<file path="config.mk">
export PLATFORM = sky130hd
export DESIGN_NAME = i2cpc_top
export DESIGN_NICKNAME = d
export VERILOG_FILES = /design/src/i2cpc_pkg.sv /design/src/i2cpc_sync.sv /design/src/i2cpc_top.sv
export SDC_FILE = /design/constraint.sdc
export NUM_CORES = 1
export LEC_CHECK = 0
export ABC_AREA = 1
export BUFFER_PORTS_ARGS = -buffer_cell sky130_fd_sc_hd__clkbuf_2
export CORE_UTILIZATION = 55
export CTS_BUF_LIST = sky130_fd_sc_hd__clkbuf_2
export DETAILED_ROUTE_END_ITERATION = 8
export GPL_TIMING_DRIVEN = 1
export PLACE_DENSITY_LB_ADDON = 0.15
export SYNTH_ARGS = -nofsm -noshare
export SYNTH_HDL_FRONTEND = slang
export SYNTH_HIERARCHICAL = 1
export SYNTH_SLANG_ARGS = --single-unit
</file>
<file path="constraint.sdc">
create_clock -name clk_i -period 4.89 [get_ports clk_i]
set_clock_uncertainty 0.2 [all_clocks]
set_input_delay 0.7335 -clock clk_i [delete_from_list [all_inputs] [get_ports clk_i]]
set_output_delay 0.7335 -clock clk_i [all_outputs]
set_load 0.02 [all_outputs]
</file>
<file path="src/i2cpc_pkg.sv">
// constants, register layouts and state codes of the two-wire port control block
package i2cpc_pkg;
    // register indices; bus byte address is four times the index
    localparam logic [11:0] IDX_OWN_ADDR = 12'h4A0;
    localparam logic [11:0] IDX_RX       = 12'h4A4;
    localparam logic [11:0] IDX_TX       = 12'h4A6;
    localparam logic [11:0] IDX_BAUD     = 12'h4A8;
    localparam logic [11:0] IDX_CTRL     = 12'h4AA;
    localparam logic [11:0] IDX_STAT     = 12'h4AE;
    localparam logic [11:0] IDX_AUX      = 12'h4B0;
    // values after reset
    localparam logic [15:0] RST_TX       = 16'h0000;
    localparam logic [15:0] RST_BAUD     = 16'h0000;
    localparam logic [15:0] RST_CTRL     = 16'h0000;
    localparam logic [15:0] RST_AUX      = 16'h0000;
    localparam logic [9:0]  RST_OWN      = 10'h000;
    localparam logic [7:0]  RST_RX       = 8'h00;
    // status bit positions
    localparam int          ST_NACK      = 15;
    localparam int          ST_HBUSY     = 14;
    localparam int          ST_GCALL     = 9;
    localparam int          ST_RBF       = 1;
    localparam int          ST_TBF       = 0;
    // byte framing and address space
    localparam logic [3:0]  BIT_LAST     = 4'h7;
    localparam logic [3:0]  BIT_ACK      = 4'h8;
    localparam logic [4:0]  HDR10        = 5'h1E;
    localparam logic [3:0]  RSV_LO       = 4'h0;
    localparam logic [3:0]  RSV_HI       = 4'hF;
    localparam logic [7:0]  GCALL_BYTE   = 8'h00;

    typedef struct packed {
        logic module_on;
        logic rsv14;
        logic halt_in_idle;
        logic clock_release;
        logic strict_addr;
        logic wide_address_sel;
        logic slew_off;
        logic smbus_levels;
        logic general_call_accept;
        logic stretch_allow;
        logic ack_level;
        logic ack_sequence_go;
        logic receive_go;
        logic stop_go;
        logic restart_go;
        logic start_go;
    } i2cpc_ctrl_type;

    typedef struct packed {
        logic [12:0] rsv;
        logic        data_hold;
        logic        address_hold;
        logic        host_mode;
    } i2cpc_aux_type;

    typedef struct packed {
        logic low;
        logic oe;
    } i2cpc_pin_type;

    typedef enum logic [2:0] {
        H_IDLE    = 3'b000,
        H_START   = 3'b001,
        H_RESTART = 3'b010,
        H_STOP    = 3'b011,
        H_XFER    = 3'b100,
        H_ACK     = 3'b101
    } i2cpc_host_type;

    typedef enum logic [2:0] {
        C_IDLE  = 3'b000,
        C_ADDR  = 3'b001,
        C_ADDR2 = 3'b010,
        C_ACK   = 3'b011,
        C_RX    = 3'b100,
        C_TX    = 3'b101,
        C_TXACK = 3'b110
    } i2cpc_cli_type;
endpackage : i2cpc_pkg

</file>
<file path="src/i2cpc_sync.sv">
// three-stage synchroniser; output moves once stages two and three agree
`timescale 1ns/1ps
`default_nettype none
module i2cpc_sync (
    input  wire logic clk_i,   // block clock
    input  wire logic rst_i,   // synchronous reset
    input  wire logic d_i,     // asynchronous pin level
    output logic      q_o      // filtered level
);
    logic s1_r;
    logic s2_r;
    logic s3_r;

    // idle bus level is high, so reset to one
    always_ff @(posedge clk_i) begin
        if (rst_i) begin
            s1_r <= 1'b1;
            s2_r <= 1'b1;
            s3_r <= 1'b1;
            q_o  <= 1'b1;
        end else begin
            s1_r <= d_i;
            s2_r <= s1_r;
            s3_r <= s2_r;
            if (s2_r == s3_r) begin
                q_o <= s3_r;
            end
        end
    end
endmodule : i2cpc_sync
`default_nettype wire

</file>
<file path="src/i2cpc_top.sv">
// two-wire port: register file on classic wishbone, host and client bus engines
`timescale 1ns/1ps
`default_nettype none
// How it works
// transmit register holds outgoing byte in 7:0
// sixteen-bit writable baud reload value
// enable bit hands pins to the port
// halt in idle stops the port
// stretching: release frees, zero holds next low
// no stretching: zero forces clock low now
// hardware clears release bit per mode
// software waits setup time before release
// strict client NACKs reserved addresses
// strict host may send reserved addresses
// loose client acks matching reserved addresses
// width bit selects ten or seven bit
// general call accepted and event raised
// host ack sequence sends ack level
// client hold modes send ack level
// ack sequence enable runs host ack
// go bits cleared when operation completes
// receive go takes one byte, self clears
// start, restart, stop go make conditions
// baud reload counted down per phase
module i2cpc_top (
    input  wire logic        clk_i,        // 25 MHz block clock
    input  wire logic        rst_i,        // synchronous reset, active high
    input  wire logic        wb_cyc_i,     // wishbone cycle
    input  wire logic        wb_stb_i,     // wishbone strobe
    input  wire logic        wb_we_i,      // wishbone write
    input  wire logic [13:0] wb_adr_i,     // wishbone byte address
    input  wire logic [3:0]  wb_sel_i,     // wishbone byte lanes
    input  wire logic [31:0] wb_dat_i,     // wishbone write data
    output logic      [31:0] wb_dat_o,     // wishbone read data
    output logic             wb_ack_o,     // wishbone acknowledge
    input  wire logic        scl_i,        // clock pin level
    output logic             scl_o,        // clock pin drive value
    output logic             scl_oe_o,     // clock pin driven low
    input  wire logic        sda_i,        // data pin level
    output logic             sda_o,        // data pin drive value
    output logic             sda_oe_o,     // data pin driven low
    input  wire logic        cpu_idle_i,   // chip in idle mode
    output logic             pins_owned_o, // pins belong to the port
    output logic             gc_event_o    // general call received pulse
);
    import i2cpc_pkg::*;

    i2cpc_ctrl_type ctrl_r, ctrl_nxt;
    i2cpc_aux_type  aux_r;
    i2cpc_host_type h_state_r, h_state_nxt;
    i2cpc_cli_type  c_state_r, c_state_nxt, c_after_r, c_after_nxt;
    i2cpc_pin_type  scl_pin, sda_pin;
    logic [15:0] tx_r, baud_r, tmr_r, tmr_nxt, wmask;
    logic [9:0]  own_r;
    logic [7:0]  rx_r, h_sh_r, h_sh_nxt, c_sh_r, c_sh_nxt, rd_low;
    logic [3:0]  bcnt_r, bcnt_nxt, ccnt_r, ccnt_nxt;
    logic [1:0]  stp_r, stp_nxt;
    logic        h_rx_r, h_rx_nxt, h_scl_r, h_scl_nxt, h_sda_r, h_sda_nxt;
    logic        c_sda_r, c_sda_nxt, c_hold_r, c_wide_r, c_wide_nxt, c_mack_r, c_mack_nxt;
    logic        tbf_r, rbf_r, nack_r, gcs_r, ack_r;
    logic        scl_s, sda_s, scl_q, sda_q;
    logic        h_done_st, h_done_rs, h_done_sp, h_done_ak, h_done_rx, h_take, h_nack_ld;
    logic        c_rx_ld, c_take, c_gc, c_relclr;
    logic [7:0]  h_rx_val;

    // bus decode
    wire [11:0] idx     = wb_adr_i[13:2];
    wire        acc     = wb_cyc_i & wb_stb_i & ~ack_r;
    wire        wr      = acc & wb_we_i;
    wire        rd      = acc & ~wb_we_i;
    wire        hit_own = (idx == IDX_OWN_ADDR);
    wire        hit_rx  = (idx == IDX_RX);
    wire        hit_tx  = (idx == IDX_TX);
    wire        hit_brg = (idx == IDX_BAUD);
    wire        hit_ctl = (idx == IDX_CTRL);
    wire        hit_st  = (idx == IDX_STAT);
    wire        hit_aux = (idx == IDX_AUX);
    assign wmask = {{8{wb_sel_i[1]}}, {8{wb_sel_i[0]}}};

    wire run    = ctrl_r.module_on & ~(ctrl_r.halt_in_idle & cpu_idle_i);
    wire host   = aux_r.host_mode;
    wire h_busy = (h_state_r != H_IDLE);
    wire [15:0] stat = (16'(nack_r) << ST_NACK) | (16'(h_busy) << ST_HBUSY)
                     | (16'(gcs_r) << ST_GCALL) | (16'(rbf_r) << ST_RBF)
                     | (16'(tbf_r) << ST_TBF);
    // unmapped indices read as zero
    wire [15:0] rd_mux = hit_own ? {6'h00, own_r} :
                         hit_rx  ? {8'h00, rx_r} :
                         hit_tx  ? {8'h00, tx_r[7:0]} :
                         hit_brg ? baud_r :
                         hit_ctl ? ctrl_r :
                         hit_st  ? stat :
                         hit_aux ? aux_r : 16'h0000;
    assign rd_low = rx_r;

    function automatic logic [15:0] merge(input logic [15:0] old, input logic [15:0] m,
                                          input logic [15:0] d);
        merge = (old & ~m) | (d & m);
    endfunction : merge

    i2cpc_sync u_scl_sync (
        .clk_i (clk_i),
        .rst_i (rst_i),
        .d_i   (scl_i),
        .q_o   (scl_s)
    );
    i2cpc_sync u_sda_sync (
        .clk_i (clk_i),
        .rst_i (rst_i),
        .d_i   (sda_i),
        .q_o   (sda_s)
    );

    // bus edges and conditions seen on the wire
    wire scl_rise  = scl_s & ~scl_q;
    wire scl_fall  = ~scl_s & scl_q;
    wire start_det = scl_s & scl_q & sda_q & ~sda_s;
    wire stop_det  = scl_s & scl_q & ~sda_q & sda_s;

    // control register: software write wins over go-bit completion,
    // hardware clear of the release bit wins over software
    always_comb begin
        ctrl_nxt = ctrl_r;
        if (h_done_st) ctrl_nxt.start_go = 1'b0;
        if (h_done_rs) ctrl_nxt.restart_go = 1'b0;
        if (h_done_sp) ctrl_nxt.stop_go = 1'b0;
        if (h_done_ak) ctrl_nxt.ack_sequence_go = 1'b0;
        if (h_done_rx) ctrl_nxt.receive_go = 1'b0;
        if (wr && hit_ctl) ctrl_nxt = merge(ctrl_r, wmask, wb_dat_i[15:0]);
        if (c_relclr) ctrl_nxt.clock_release = 1'b0;
    end

    // host engine: every low and high phase lasts baud_reload + 1 counts
    wire h_ok  = h_scl_r | scl_s;   // high phase waits while another node stretches
    wire h_adv = (tmr_r == 16'h0000) & h_ok;
    always_comb begin
        h_state_nxt = h_state_r;
        stp_nxt     = stp_r;
        bcnt_nxt    = bcnt_r;
        h_sh_nxt    = h_sh_r;
        h_rx_nxt    = h_rx_r;
        h_scl_nxt   = h_scl_r;
        h_sda_nxt   = h_sda_r;
        h_done_st   = 1'b0;
        h_done_rs   = 1'b0;
        h_done_sp   = 1'b0;
        h_done_ak   = 1'b0;
        h_done_rx   = 1'b0;
        h_take      = 1'b0;
        h_nack_ld   = 1'b0;
        h_rx_val    = {h_sh_r[6:0], sda_s};
        tmr_nxt     = h_adv ? baud_r : ((h_ok && tmr_r != 16'h0000) ? tmr_r - 16'h0001 : tmr_r);
        if (h_adv) stp_nxt = stp_r + 2'b01;
        case (h_state_r)
            H_IDLE: begin
                tmr_nxt = baud_r;
                stp_nxt = 2'b00;
                bcnt_nxt = 4'h0;
                if (ctrl_r.start_go) h_state_nxt = H_START;
                else if (ctrl_r.restart_go) h_state_nxt = H_RESTART;
                else if (ctrl_r.stop_go) h_state_nxt = H_STOP;
                else if (ctrl_r.ack_sequence_go) h_state_nxt = H_ACK;
                else if (ctrl_r.receive_go) begin
                    h_state_nxt = H_XFER;
                    h_rx_nxt = 1'b1;
                end else if (tbf_r) begin
                    h_state_nxt = H_XFER;
                    h_rx_nxt = 1'b0;
                    h_sh_nxt = tx_r[7:0];
                    h_take = 1'b1;
                end
            end
            H_START: if (h_adv) begin
                if (stp_r == 2'b00) h_sda_nxt = 1'b1;
                else begin
                    h_scl_nxt = 1'b1;
                    h_done_st = 1'b1;
                    h_state_nxt = H_IDLE;
                end
            end
            H_RESTART: if (h_adv) begin
                case (stp_r)
                    2'b00: h_sda_nxt = 1'b0;
                    2'b01: h_scl_nxt = 1'b0;
                    2'b10: h_sda_nxt = 1'b1;
                    default: begin
                        h_scl_nxt = 1'b1;
                        h_done_rs = 1'b1;
                        h_state_nxt = H_IDLE;
                    end
                endcase
            end
            H_STOP: begin
                if (stp_r == 2'b00 && !scl_s) h_sda_nxt = 1'b1;
                if (h_adv) begin
                    if (stp_r == 2'b00) h_scl_nxt = 1'b0;
                    else begin
                        h_sda_nxt = 1'b0;
                        h_done_sp = 1'b1;
                        h_state_nxt = H_IDLE;
                    end
                end
            end
            H_XFER: begin
                // data moves only once the wire is seen low: hold time on sda
                if (!stp_r[0] && !scl_s) h_sda_nxt = ~(h_rx_r | bcnt_r == BIT_ACK) & ~h_sh_r[7];
                if (h_adv) begin
                    stp_nxt = {1'b0, ~stp_r[0]};
                    h_scl_nxt = stp_r[0];
                    if (stp_r[0]) begin
                        bcnt_nxt = bcnt_r + 4'h1;
                        if (bcnt_r == BIT_ACK) h_nack_ld = 1'b1;
                        else h_sh_nxt = h_rx_val;
                        if (h_rx_r && bcnt_r == BIT_LAST) begin
                            h_done_rx = 1'b1;
                            h_state_nxt = H_IDLE;
                        end else if (!h_rx_r && bcnt_r == BIT_ACK) h_state_nxt = H_IDLE;
                    end
                end
            end
            H_ACK: begin
                if (!stp_r[0] && !scl_s) h_sda_nxt = ~ctrl_r.ack_level;
                if (h_adv) begin
                    h_scl_nxt = stp_r[0];
                    if (stp_r[0]) begin
                        h_done_ak = 1'b1;
                        h_state_nxt = H_IDLE;
                    end
                end
            end
            default: h_state_nxt = H_IDLE;
        endcase
        if (!run || !host) begin
            h_state_nxt = H_IDLE;
            h_scl_nxt = 1'b0;
            h_sda_nxt = 1'b0;
        end
    end

    // client address recognition on the byte just shifted in
    wire rsv7   = (c_sh_r[7:4] == RSV_LO) | (c_sh_r[7:4] == RSV_HI);
    wire is_gc  = (c_sh_r == GCALL_BYTE);
    wire hdr_ok = (c_sh_r[7:3] == HDR10) & (c_sh_r[2:1] == own_r[9:8]);
    wire wide   = ctrl_r.wide_address_sel;
    wire m7     = (c_sh_r[7:1] == own_r[6:0]) & ~(ctrl_r.strict_addr & rsv7);
    wire a_ok   = is_gc ? ctrl_r.general_call_accept :
                  wide ? (hdr_ok & (~c_sh_r[0] | c_wide_r)) : m7;
    wire ackv   = aux_r.address_hold ? ctrl_r.ack_level : 1'b0;

    always_comb begin
        c_state_nxt = c_state_r;
        c_after_nxt = c_after_r;
        c_sh_nxt    = c_sh_r;
        ccnt_nxt    = ccnt_r;
        c_sda_nxt   = c_sda_r;
        c_wide_nxt  = c_wide_r;
        c_mack_nxt  = c_mack_r;
        c_rx_ld     = 1'b0;
        c_take      = 1'b0;
        c_gc        = 1'b0;
        c_relclr    = 1'b0;
        if (scl_rise) ccnt_nxt = ccnt_r + 4'h1;
        case (c_state_r)
            C_ADDR, C_ADDR2, C_RX: begin
                if (scl_rise) c_sh_nxt = {c_sh_r[6:0], sda_s};
                if (scl_fall && ccnt_r == BIT_ACK) begin
                    c_state_nxt = C_ACK;
                    if (c_state_r == C_RX) begin
                        c_rx_ld = 1'b1;
                        c_sda_nxt = ~(aux_r.data_hold & ctrl_r.ack_level);
                        c_relclr = ctrl_r.stretch_allow | aux_r.data_hold;
                        c_after_nxt = C_RX;
                    end else if (c_state_r == C_ADDR2) begin
                        c_sda_nxt = (c_sh_r == own_r[7:0]) & ~ackv;
                        c_relclr = aux_r.address_hold;
                        c_wide_nxt = (c_sh_r == own_r[7:0]);
                        c_after_nxt = (c_sh_r == own_r[7:0]) ? C_RX : C_IDLE;
                    end else begin
                        c_sda_nxt = a_ok & ~ackv;
                        c_relclr = a_ok & aux_r.address_hold;
                        c_gc = a_ok & is_gc;
                        c_after_nxt = !a_ok ? C_IDLE : c_sh_r[0] ? C_TX :
                                      (wide && !is_gc) ? C_ADDR2 : C_RX;
                    end
                end
            end
            C_ACK: if (scl_fall) begin
                ccnt_nxt = 4'h0;
                c_state_nxt = c_after_r;
                c_sda_nxt = 1'b0;
                if (c_after_r == C_TX) begin
                    c_sh_nxt = tx_r[7:0];
                    c_sda_nxt = ~tx_r[7];
                    c_take = 1'b1;
                    c_relclr = 1'b1;
                end
            end
            C_TX: if (scl_fall) begin
                if (ccnt_r == BIT_ACK) begin
                    c_sda_nxt = 1'b0;
                    c_state_nxt = C_TXACK;
                end else begin
                    c_sh_nxt = {c_sh_r[6:0], 1'b0};
                    c_sda_nxt = ~c_sh_r[6];
                end
            end
            C_TXACK: begin
                if (scl_rise) c_mack_nxt = ~sda_s;
                if (scl_fall) begin
                    c_state_nxt = C_ACK;
                    c_after_nxt = c_mack_r ? C_TX : C_IDLE;
                    c_sda_nxt = 1'b0;
                end
            end
            default: c_sda_nxt = 1'b0;
        endcase
        if (start_det) begin
            c_state_nxt = C_ADDR;
            ccnt_nxt = 4'h0;
            c_sda_nxt = 1'b0;
        end
        if (stop_det || !run || host) begin
            c_state_nxt = C_IDLE;
            c_sda_nxt = 1'b0;
            c_wide_nxt = 1'b0;
        end
    end

    // client clock hold: with stretching it starts at the next low phase
    wire c_act  = (c_state_r != C_IDLE);
    wire c_hold = c_act & ~ctrl_r.clock_release
                & (c_hold_r | ~scl_s | ~ctrl_r.stretch_allow);
    assign scl_pin.low = run & (host ? h_scl_r : c_hold);
    assign scl_pin.oe  = scl_pin.low;
    assign sda_pin.low = run & (host ? h_sda_r : c_sda_r);
    assign sda_pin.oe  = sda_pin.low;

    always_ff @(posedge clk_i) begin
        if (rst_i) begin
            ctrl_r <= RST_CTRL;
            aux_r  <= RST_AUX;
            tx_r   <= RST_TX;
            baud_r <= RST_BAUD;
            own_r  <= RST_OWN;
        end else begin
            ctrl_r <= ctrl_nxt;
            if (wr && hit_aux) aux_r <= merge(aux_r, wmask, wb_dat_i[15:0]);
            if (wr && hit_tx) tx_r <= merge(tx_r, wmask, {8'h00, wb_dat_i[7:0]});
            if (wr && hit_brg) baud_r <= merge(baud_r, wmask, wb_dat_i[15:0]);
            if (wr && hit_own) own_r <= 10'(merge({6'h00, own_r}, wmask, wb_dat_i[15:0]));
        end
    end

    // flags: a hardware set in the same cycle as its clear wins
    always_ff @(posedge clk_i) begin
        if (rst_i) begin
            tbf_r  <= 1'b0;
            rbf_r  <= 1'b0;
            nack_r <= 1'b0;
            gcs_r  <= 1'b0;
            rx_r   <= RST_RX;
        end else begin
            tbf_r  <= (wr & hit_tx & wb_sel_i[0]) | (tbf_r & ~h_take & ~c_take);
            rbf_r  <= h_done_rx | c_rx_ld | (rbf_r & ~(rd & hit_rx));
            gcs_r  <= c_gc | (gcs_r & ~stop_det);
            if (h_nack_ld) nack_r <= sda_s;
            if (h_done_rx) rx_r <= h_rx_val;
            else if (c_rx_ld) rx_r <= c_sh_r;
        end
    end

    always_ff @(posedge clk_i) begin
        if (rst_i) begin
            h_state_r <= H_IDLE;
            c_state_r <= C_IDLE;
            c_after_r <= C_IDLE;
            stp_r     <= 2'b00;
            bcnt_r    <= 4'h0;
            ccnt_r    <= 4'h0;
            tmr_r     <= RST_BAUD;
            h_sh_r    <= 8'h00;
            c_sh_r    <= 8'h00;
            {h_rx_r, h_scl_r, h_sda_r, c_sda_r, c_hold_r, c_wide_r, c_mack_r} <= 7'h00;
            {scl_q, sda_q} <= 2'b11;
        end else begin
            h_state_r <= h_state_nxt;
            c_state_r <= c_state_nxt;
            c_after_r <= c_after_nxt;
            stp_r     <= stp_nxt;
            bcnt_r    <= bcnt_nxt;
            ccnt_r    <= ccnt_nxt;
            tmr_r     <= tmr_nxt;
            h_sh_r    <= h_sh_nxt;
            c_sh_r    <= c_sh_nxt;
            {h_rx_r, h_scl_r, h_sda_r} <= {h_rx_nxt, h_scl_nxt, h_sda_nxt};
            {c_sda_r, c_hold_r, c_wide_r, c_mack_r} <= {c_sda_nxt, c_hold, c_wide_nxt, c_mack_nxt};
            {scl_q, sda_q} <= {scl_s, sda_s};
        end
    end

    // registered outputs; pins are open drain, drive value is always low
    always_ff @(posedge clk_i) begin
        if (rst_i) begin
            ack_r        <= 1'b0;
            wb_dat_o     <= 32'h0000_0000;
            scl_o        <= 1'b0;
            sda_o        <= 1'b0;
            scl_oe_o     <= 1'b0;
            sda_oe_o     <= 1'b0;
            pins_owned_o <= 1'b0;
            gc_event_o   <= 1'b0;
        end else begin
            ack_r        <= acc;
            wb_dat_o     <= rd ? {16'h0000, rd_mux} : 32'h0000_0000;
            scl_o        <= 1'b0;
            sda_o        <= 1'b0;
            scl_oe_o     <= scl_pin.oe;
            sda_oe_o     <= sda_pin.oe;
            pins_owned_o <= ctrl_r.module_on;
            gc_event_o   <= c_gc;
        end
    end
    assign wb_ack_o = ack_r;
    wire unused_ok = &{1'b0, rd_low};
endmodule : i2cpc_top
`default_nettype wire

</file>
# Word-level counts from Yosys, hierarchy flattened
# Index checks and enable logic that the tools add are counted.
dict set report word_totals {
  register_bits 191
  in_bits 58
  output_inout_bits 39
  wordCells 449
}
dict set report classes {
  n_addsub 4
  eq_ne 71
  muxes 150
  n_bitwise 92
  reduce_logical 69
}
# cell count
set op_table {}
lappend op_table {{$mux 16} 10}
lappend op_table {{$mux 8} 16}
lappend op_table {{$mux 3} 30}
lappend op_table {{$eq 12x11->1 const B} 7}
lappend op_table {{$and 16x16->16} 5}
lappend op_table {{$mux 1} 73}
lappend op_table {{$or 16x16->16} 4}
lappend op_table {{$ne 2x2->1 const B} 30}
lappend op_table {{$and 1x1->1} 35}
lappend op_table {{$not 1->1} 29}
lappend op_table {{$pmux 8 s3} 1}
lappend op_table {{$reduce_and 6->1} 4}
lappend op_table {{$ne 3x3->1 const B} 7}
lappend op_table {{$mux 4} 5}
lappend op_table {{$reduce_and 10->1} 2}
lappend op_table {{$eq 3x3->1 const B} 6}
lappend op_table {{$reduce_bool 2->1} 9}
lappend op_table {{$and 8x16->16} 1}
lappend op_table {{$logic_not 16->1} 1}
lappend op_table {{$not 16->16} 1}
lappend op_table {{$or 16x1->16} 1}
lappend op_table {{$or 16x10->16} 1}
lappend op_table {{$or 16x15->16} 1}
lappend op_table {{$or 16x2->16} 1}
lappend op_table {{other kinds (49)} 106}

# Logic depth before layout (Yosys ltp)
# Gate-level depths: netlist of the first run.
dict set report logic_depth {
  ltp_word 13
  ltp_mapped 17
  depth_no_buf 17
}

# Hierarchy
# The synthesis of the first run kept the hierarchy.
# module n_inst cells_per_inst area_per_inst_um2
set modules_own_cells {}
lappend modules_own_cells {i2cpc_top 1 1139 8090.3}
lappend modules_own_cells {i2cpc_sync 2 15 128.9}

# Worst setup path after synthesis of the first run
# Ideal clock, no wire load.
dict set report synth_path {
  path_kind {in2reg}
  start {in wb_adr_i[7]}
  end {reg wb_dat_o[6]}
  setup_time_ps 132
  arrival_time_ps 1996
  setup_slack_ps 2561
  path_stages 12
  path_cell_list {inv_1 > nor2_2 > nand3_2 > nor2_4 > inv_2 > nor4_4 > nand2_1 > inv_1 > buf_2 > nor2_1 > o21ai_0 > a31oi_1}
}
dict set report synth_between {
  elab_chain_len 8
  elab_cells_between_ends 14
}
# item line_no
set synth_rtl {}
lappend synth_rtl {{from (decl)} i2cpc_top.sv:31} ;# input wire logic [13:0] wb_adr_i,
lappend synth_rtl {{$eq 12x11->1} i2cpc_top.sv:77} ;# wire hit_aux = (idx == IDX_AUX);
lappend synth_rtl {{$mux 16} i2cpc_top.sv:93} ;# hit_aux ? aux_r : 16'h0000;
lappend synth_rtl {{$mux 16} i2cpc_top.sv:92} ;# hit_st ? stat :
lappend synth_rtl {{$mux 16} i2cpc_top.sv:91} ;# hit_ctl ? ctrl_r :
lappend synth_rtl {{$mux 16} i2cpc_top.sv:90} ;# hit_brg ? baud_r :
lappend synth_rtl {{$mux 16} i2cpc_top.sv:89} ;# hit_tx ? {8'h00, tx_r[7:0]} :
lappend synth_rtl {{$mux 16} i2cpc_top.sv:88} ;# hit_rx ? {8'h00, rx_r} :
lappend synth_rtl {{$mux 16 (*)} i2cpc_top.sv:87} ;# wire [15:0] rd_mux = hit_own ? {6'h00, own_r} :
lappend synth_rtl {{to (signal assigned)} i2cpc_top.sv:414} ;# wb_dat_o <= rd ? {16'h0000, rd_mux} : 32'h0000_0000;
lappend synth_rtl {{to (decl)} i2cpc_top.sv:34} ;# output logic [31:0] wb_dat_o,
# Mark *: on every way between the ends. The rest lies on a longest branch, timed or not.
# A chain may end at the register's enable or synchronous reset.

# Worst setup path after layout of the first run
dict set report layout_path {
  start {reg h_state_r[1]}
  end {reg tmr_r[12]}
}
dict set report layout_between {
  elab_chain_len 2
  elab_cells_between_ends 3
}
# item line_no
set layout_rtl {}
lappend layout_rtl {{from (decl)} i2cpc_top.sv:50} ;# i2cpc_host_type h_state_r, h_state_nxt;
lappend layout_rtl {{from (signal assigned)} i2cpc_top.sv:386} ;# h_state_r <= h_state_nxt;
lappend layout_rtl {{$logic_not 3->1 (*)} i2cpc_top.sv:154} ;# case (h_state_r)
lappend layout_rtl {{$reduce_bool 3->1 (no line) or $mux 16 (tied branches)} n/a}
lappend layout_rtl {{to (signal assigned)} i2cpc_top.sv:392} ;# tmr_r <= tmr_nxt;
lappend layout_rtl {{to (decl)} i2cpc_top.sv:53} ;# logic [15:0] tx_r, baud_r, tmr_r, tmr_nxt, wmask;
# Marks and branches as above.

==> flow_summary.ini, run 1 <==
[routing]
wirelength_um = 23000
wl_met1_um = 10500
wl_met3_um = 1670
ant_nets = 0
first_pass_iters = 9
routedWlPerCell_um = 16.2
dr.max_layer_used = met4
wl_met2_um = 9960
num_vias = 7928
drc = 22
drt_iter0_drc = 706
via_per_inst = 5.59

[status]
outcome = complete, but fails checks
violations = design-rule violations

[sta]
period_minus_slack_ps = 2840
fin_tns_setup_ps = 0
rsz0062_at_grt = no
setup_viol = 0
fin_crit_sh_pct = 58.0
max-slew-margin-rel_pct = 32.1
drv_slew = 0
worst_pin_slew_ps = 1020
hold_violations = 0
max_freq_mhz = 352

[clock_tree]
cts_buffers = 17
cts_tree = yes
clkSlewWorstSetupHoldPaths_ps = 240
cts-root-buf = clkbuf_2
cts_buffer_depth = 2
cts_resized = 0
cts_sinks = 167
clock_latency_ps = 740
h-tree-depth = 4

[floorplan]
die_w_um = 125
core.rowCount = 44
die_h_um = 125
io_pins = 97
die_area_um2 = 15700
fp.coreArea_um2 = 14700
initial_utilization_pct = 56.8

[yosys]
synth_compound_area_share_pct = 26.2
synth_edf_count = 0
yosysWarnings = 6
synth_area_leader_cell = dfxtp_1
muxShareOfSynthArea_pct = 0
synthMostInstantiatedCell = o21ai_0
dominantRegCellSynth = dfxtp_1
synthSimpleGateAreaFrac_pct = 19.0
syn_avg_cell_area_um2 = 7.14
yosysSeqAreaShare_pct = 40.0
synthCells = 1169
ys_ff_latch = 167
synth.area.top_cells = dfxtp_1 40%, o21ai_0 10%, a21oi_1 7.8%, inv_1 7.3%, nand2_1 7.1%
synth_top_family_by_area = compound AO/OA/AOI/OAI gates
ys_types = 52
synthAdderAreaFrac_pct = 1.65
synth_common_cells = 174 x o21ai_0, 167 x dfxtp_1, 163 x inv_1
synth_xor_area_share_pct = 1.68
yosysTopAreaCellShare_pct = 40.0
synth_area_um2 = 8350
async_reset_ff_share_pct = 0

[worst_setup_path]
cp_top_family = simple AND/OR/NAND/NOR gates
crit_path_max_fanout = 21
crit_chain = nor2_1 -> inv_2 -> nor2_2 -> inv_2 -> nand2_2 -> inv_1 -> o21ai_0 -> a21oi_1 -> a21oi_1 -> nor2_1
crit_path_start_kind = register
cpMaxStageDelayCell = dfxtp_1
path_buf_inv = 3
crit_required_ps = 5340
cp-end-kind = register
crit_path_max_incr_delay_ps = 420
worstPathArrival_ps = 3280
path_class = register to register

[layout]
fin_cells = 1418
drive_gt1_share_pct = 10.5
syn2layout_area_growth_pct = 8.00
multi_input_area_um2 = 4120
fin_nets = 1289
fill_cells = 1410
seq_area_um2 = 3340

[grt]
track_usage_pct = 30.0
grt_remaining_overflow = 0
grt_max_degree = 41
antenna_found_initial = 1
grt_pass1_vias = 7099
grt_pass1_wl_um = 36700

[worst_hold_path]
hold_path_class = input port to register

[power_and_ir_drop]
powerDensity_nw_per_um2 = 255
ir_drop_v = 0.000189
finalPower_w = 0.00229
leakagePower_nw = 3.80

[run]
cap_viol_max_count = 0

[placement]
gp_congestion = 0.943
dp_cells = 1377
dp_hpwl_um = 16800
portBuffers = 58
[power breakdown]
group / internal [W] / switching [W] / leakage [nW]
combinational: 0.0000250 / 0.0000626 / 2.29
sequential: 0.00137 / 0.00000114 / 1.35
clock: 0.000343 / 0.000496 / 0.166
[worst register-to-register path: stages, from the launching register on]
cell,delay (ps)
dfxtp_1,420
nor2_1,180
inv_2,90
nor2_2,320
inv_2,200
nand2_2,360
inv_1,410
o21ai_0,340
a21oi_1,70
a21oi_1,120
nor2_1,50
[layout by cell type, fill, tap and decap left out, types with 3 or more instances in the layout]
master and count:
a211oi_1 20, a21oi_1 130, a311oi_1 4, a31oi_1 11
buf_4 5, bufinv_16 4, clkbuf_2 78, clkinv_4 3
conb_1 18, dfxtp_1 167, dlygate4sd3_1 8, ha_1 11
inv_1 163, inv_2 7, nand2_1 158, nand3_1 22
nand4_1 14, nor2_1 113, nor2_2 5, nor2_4 4
nor3_1 13, nor3_2 3, o2111ai_1 3, o211ai_1 15
o21a_1 7, o21ai_0 174, o21ai_1 3, o221ai_1 4
o22ai_1 8, o31ai_1 3, or2_1 4, or2_2 6
xnor2_1 9, xor2_1 7
[per-layer routing]
metal  vias up  global-route usage (%)
li1       3990                       -
met3        54                    6.08
met5         -                       0
met1      3578                    40.9
met4         0                    12.7
met2       306                    46.3
[final timing paths]
check / start / to / slack [ps] / cells past startpoint
max: h_state_r[1] / tmr_r[12] / 2050 / 10
min: wb_dat_i[8] / register / 60 / 3
max reg2reg: h_state_r[1] / tmr_r[12] / 2050 / 10
min reg2reg: u_sda_sync/s1_r / u_sda_sync/s2_r / 230 / 1
[area by class of cell]
| class | instances | area share (%) |
|---|---|---|
| multi-input combinational | 793 | 45.7 |
| sequential | 167 | 37.1 |
| inverter | 170 | 7.08 |
| timing repair buffer | 71 | 4.52 |
| tap | 184 | 2.55 |
| clock inverter | 12 | 1.96 |
| clock buffer | 20 | 1.11 |
| antenna | 1 | 0.0278 |
[what timing repair did]
action | CTS | global route
hold buffers | 6 | 2
hold endpoints to repair | 10 | 4
buffers inserted | 0 | 0
[stage by stage]
step / area, um2 / hold slack (ps) / utilization (%) / setup WS (ps)
2_1_floorplan: 8410 / 183 / - / 2560
3_3_place_gp: 8660 / 186 / 58.9 / 1880
3_5_place_dp: 8660 / 195 / 58.9 / 1810
4_1_cts: 8990 / 4.78 / 61.2 / 2050
5_1_grt: 9020 / 23.1 / 61.3 / 1810
6_report: 9020 / 61.7 / 61.3 / 2050
[logic make-up (layout without fill, tap and decap cells)]
| group | count (synthesis) | count (layout) |
|---|---|---|
| adder cells (fa/ha/maj) | 11 | 11 |
| other | 1 | 19 |
| AND/OR/NAND/NOR | 356 | 356 |
| flip-flops | 167 | 167 |
| buffers and inverters | 226 | 273 |
| AO/OA/AOI/OAI | 392 | 392 |
| XOR/XNOR | 16 | 16 |
Note: power is estimated with default switching activity, not from simulation.
==> inputs of run 2 (changes only) <==
==> constraint.sdc (replaced) <==
create_clock -name clk_i -period 2.3 [get_ports clk_i]
set_clock_uncertainty 0.2 [all_clocks]
set_input_delay 0.345 -clock clk_i [delete_from_list [all_inputs] [get_ports clk_i]]
set_output_delay 0.345 -clock clk_i [all_outputs]
set_load 0.02 [all_outputs]
==> run 2 against run 1 <==
Against the previous run: the flow still finishes with violations (design-rule violations); register-to-register slack worse by 2000 ps; largest cell class unchanged; hold slack worse by 21 ps; critical path depth is 1 higher; global-route usage grew 1.3 points; critical endpoint is now tmr_r[10]; first-iteration DRC count increased by 30%; power up 100%; sequential cell count is the same; cell count up 5.6%; die area unchanged; clock power is 75% higher.
==> flow_summary.ini, run 2 (synthesized netlist as in run 1, its figures left out) <==
[worst_setup_path]
cp-end-kind = register
worstPathArrival_ps = 2710
r2r_slack_ps = 20
path_class = register to register
reg2reg_from = tmr_r[1]
crit_required_ps = 2730
rr_endpoint = tmr_r[10]
crit_path_start_kind = register
crit_path_max_fanout = 7
r2r_cells = 11

[status]
violations = design-rule violations
outcome = complete, but fails checks

[clock_tree]
cts_buffer_depth = 2
clock_latency_ps = 730
clkSlewWorstSetupHoldPaths_ps = 210
h-tree-depth = 4
cts_sinks = 167
cts_tree = yes
cts_buffers = 17
cts-root-buf = clkbuf_2

[routing]
num_vias = 8329
drt_iter0_drc = 919
wl_met2_um = 10900
via_per_inst = 5.56
routedWlPerCell_um = 16.2
first_pass_iters = 9
dr.max_layer_used = met4
ant_nets = 0
wl_met3_um = 1740
wirelength_um = 24200
drc = 21
wl_met1_um = 10700

[sta]
setup_slack_ps = 21.5
max_freq_mhz = 439
drv_slew = 0
hold_violations = 0
hold_ws_ps = 40.2
fin_tns_setup_ps = 0
max-slew-margin-rel_pct = 61.4
period_minus_slack_ps = 2280
setup_viol = 0
rsz0062_at_grt = yes
worst_pin_slew_ps = 579
fin_crit_sh_pct = 99.1

[run]
cap_viol_max_count = 0

[power_and_ir_drop]
leakagePower_nw = 4.17
ir_drop_v = 0.000343
powerDensity_nw_per_um2 = 471

[floorplan]
io_pins = 97
die_area_um2 = 15700
core.rowCount = 44
die_w_um = 125
fp.coreArea_um2 = 14700
initial_utilization_pct = 56.8
die_h_um = 125

[layout]
drive_gt1_share_pct = 16.0
fill_cells = 1329
layout_commonest_cell = o21ai_0
fin_util_pct = 66.6
syn2layout_area_growth_pct = 17.3
multi_input_area_um2 = 4220
fin_nets = 1370
seq_area_um2 = 3350
layout_common_cells = 168 x o21ai_0, 160 x dfxtp_1, 158 x nand2_1
fin_area_um2 = 9790

[placement]
place_area_um2 = 9050
gp_congestion = 0.991
place_ws_ps = -0.0890
dp_hpwl_um = 17300
portBuffers = 58

[grt]
grt_pass1_vias = 7581
grt_remaining_overflow = 0
grt_pass1_wl_um = 38500
track_usage_pct = 31.3
antenna_found_initial = 1
grt_max_degree = 60

[worst_hold_path]
worstHoldEndpoint = wb_dat_o[14]
hold_path_class = input port to register
worstHoldStart = wb_adr_i[6]
hold_depth = 7
[run 2: worst max path at each step]
stage	startpoint	to	slack (ps)	depth (start not counted)
floorplan	wb_adr_i[7]	wb_dat_o[6]	360	12
global placement	tmr_r[0]	h_state_r[2]	30	12
detailed placement	tmr_r[0]	h_state_r[2]	-0.09	10
CTS	tmr_r[0]	tmr_r[8]	3	9
global route	tmr_r[0]	tmr_r[10]	-80	11
finish	tmr_r[1]	tmr_r[10]	20	11
[run 2: area by class of cell]
cell class / instances / area share (%)
Inverter: 170 / 6.55
Multi-Input combinational cell: 793 / 43.1
Timing Repair inverter: 1 / 0.0767
Clock buffer: 20 / 1.02
Timing Repair Buffer: 151 / 11.6
Antenna cell: 1 / 0.0256
Tap cell: 184 / 2.35
Sequential cell: 167 / 34.2
Clock inverter: 10 / 1.10
[run 2: critical path: stages (launching register included)]
cell	delay (ps)
dfxtp_2	380
inv_2	60
ha_2	180
nand3_2	80
nor3_2	170
nand3_2	200
nand2_4	190
clkinvlp_4	180
buf_4	180
o21ai_0	80
o211ai_1	130
a21oi_1	170
[run 2: layer usage]
| layer | vias up | GRT usage, % |
|---|---|---|
| met1 | 3789 | 42.7 |
| met4 | 0 | 12.9 |
| met3 | 55 | 4.96 |
| met5 | - | 0 |
| met2 | 337 | 49.4 |
| li1 | 4148 | - |
[run 2: where the power goes]
part	switching, W	internal (W)	leakage, nW	total (W)
combinational	0.000145	0.0000843	2.70	0.000229
sequential	0.00000221	0.00291	1.35	0.00291
clock	0.000986	0.000486	0.125	0.00147
[run 2: metrics by stage]
step                      cells  total power [W]
after global routing       1497          0.00479
after CTS                  1490          0.00464
after detailed placement   1423          0.00314
after floorplan            1186          0.00308
final                      1497          0.00461
after global placement     1423          0.00314
[run 2: what timing repair did]
| item | in CTS | in global routing |
|---|---|---|
| hold buffers | 35 | 0 |
| gates resized for setup | 4 | 41 |
| setup endpoints to repair | 4 | 50 |
| gates cloned | 1 | 0 |
| hold endpoints to repair | 89 | 0 |
| buffers inserted | 1 | 6 |
| pin swaps | 0 | 8 |
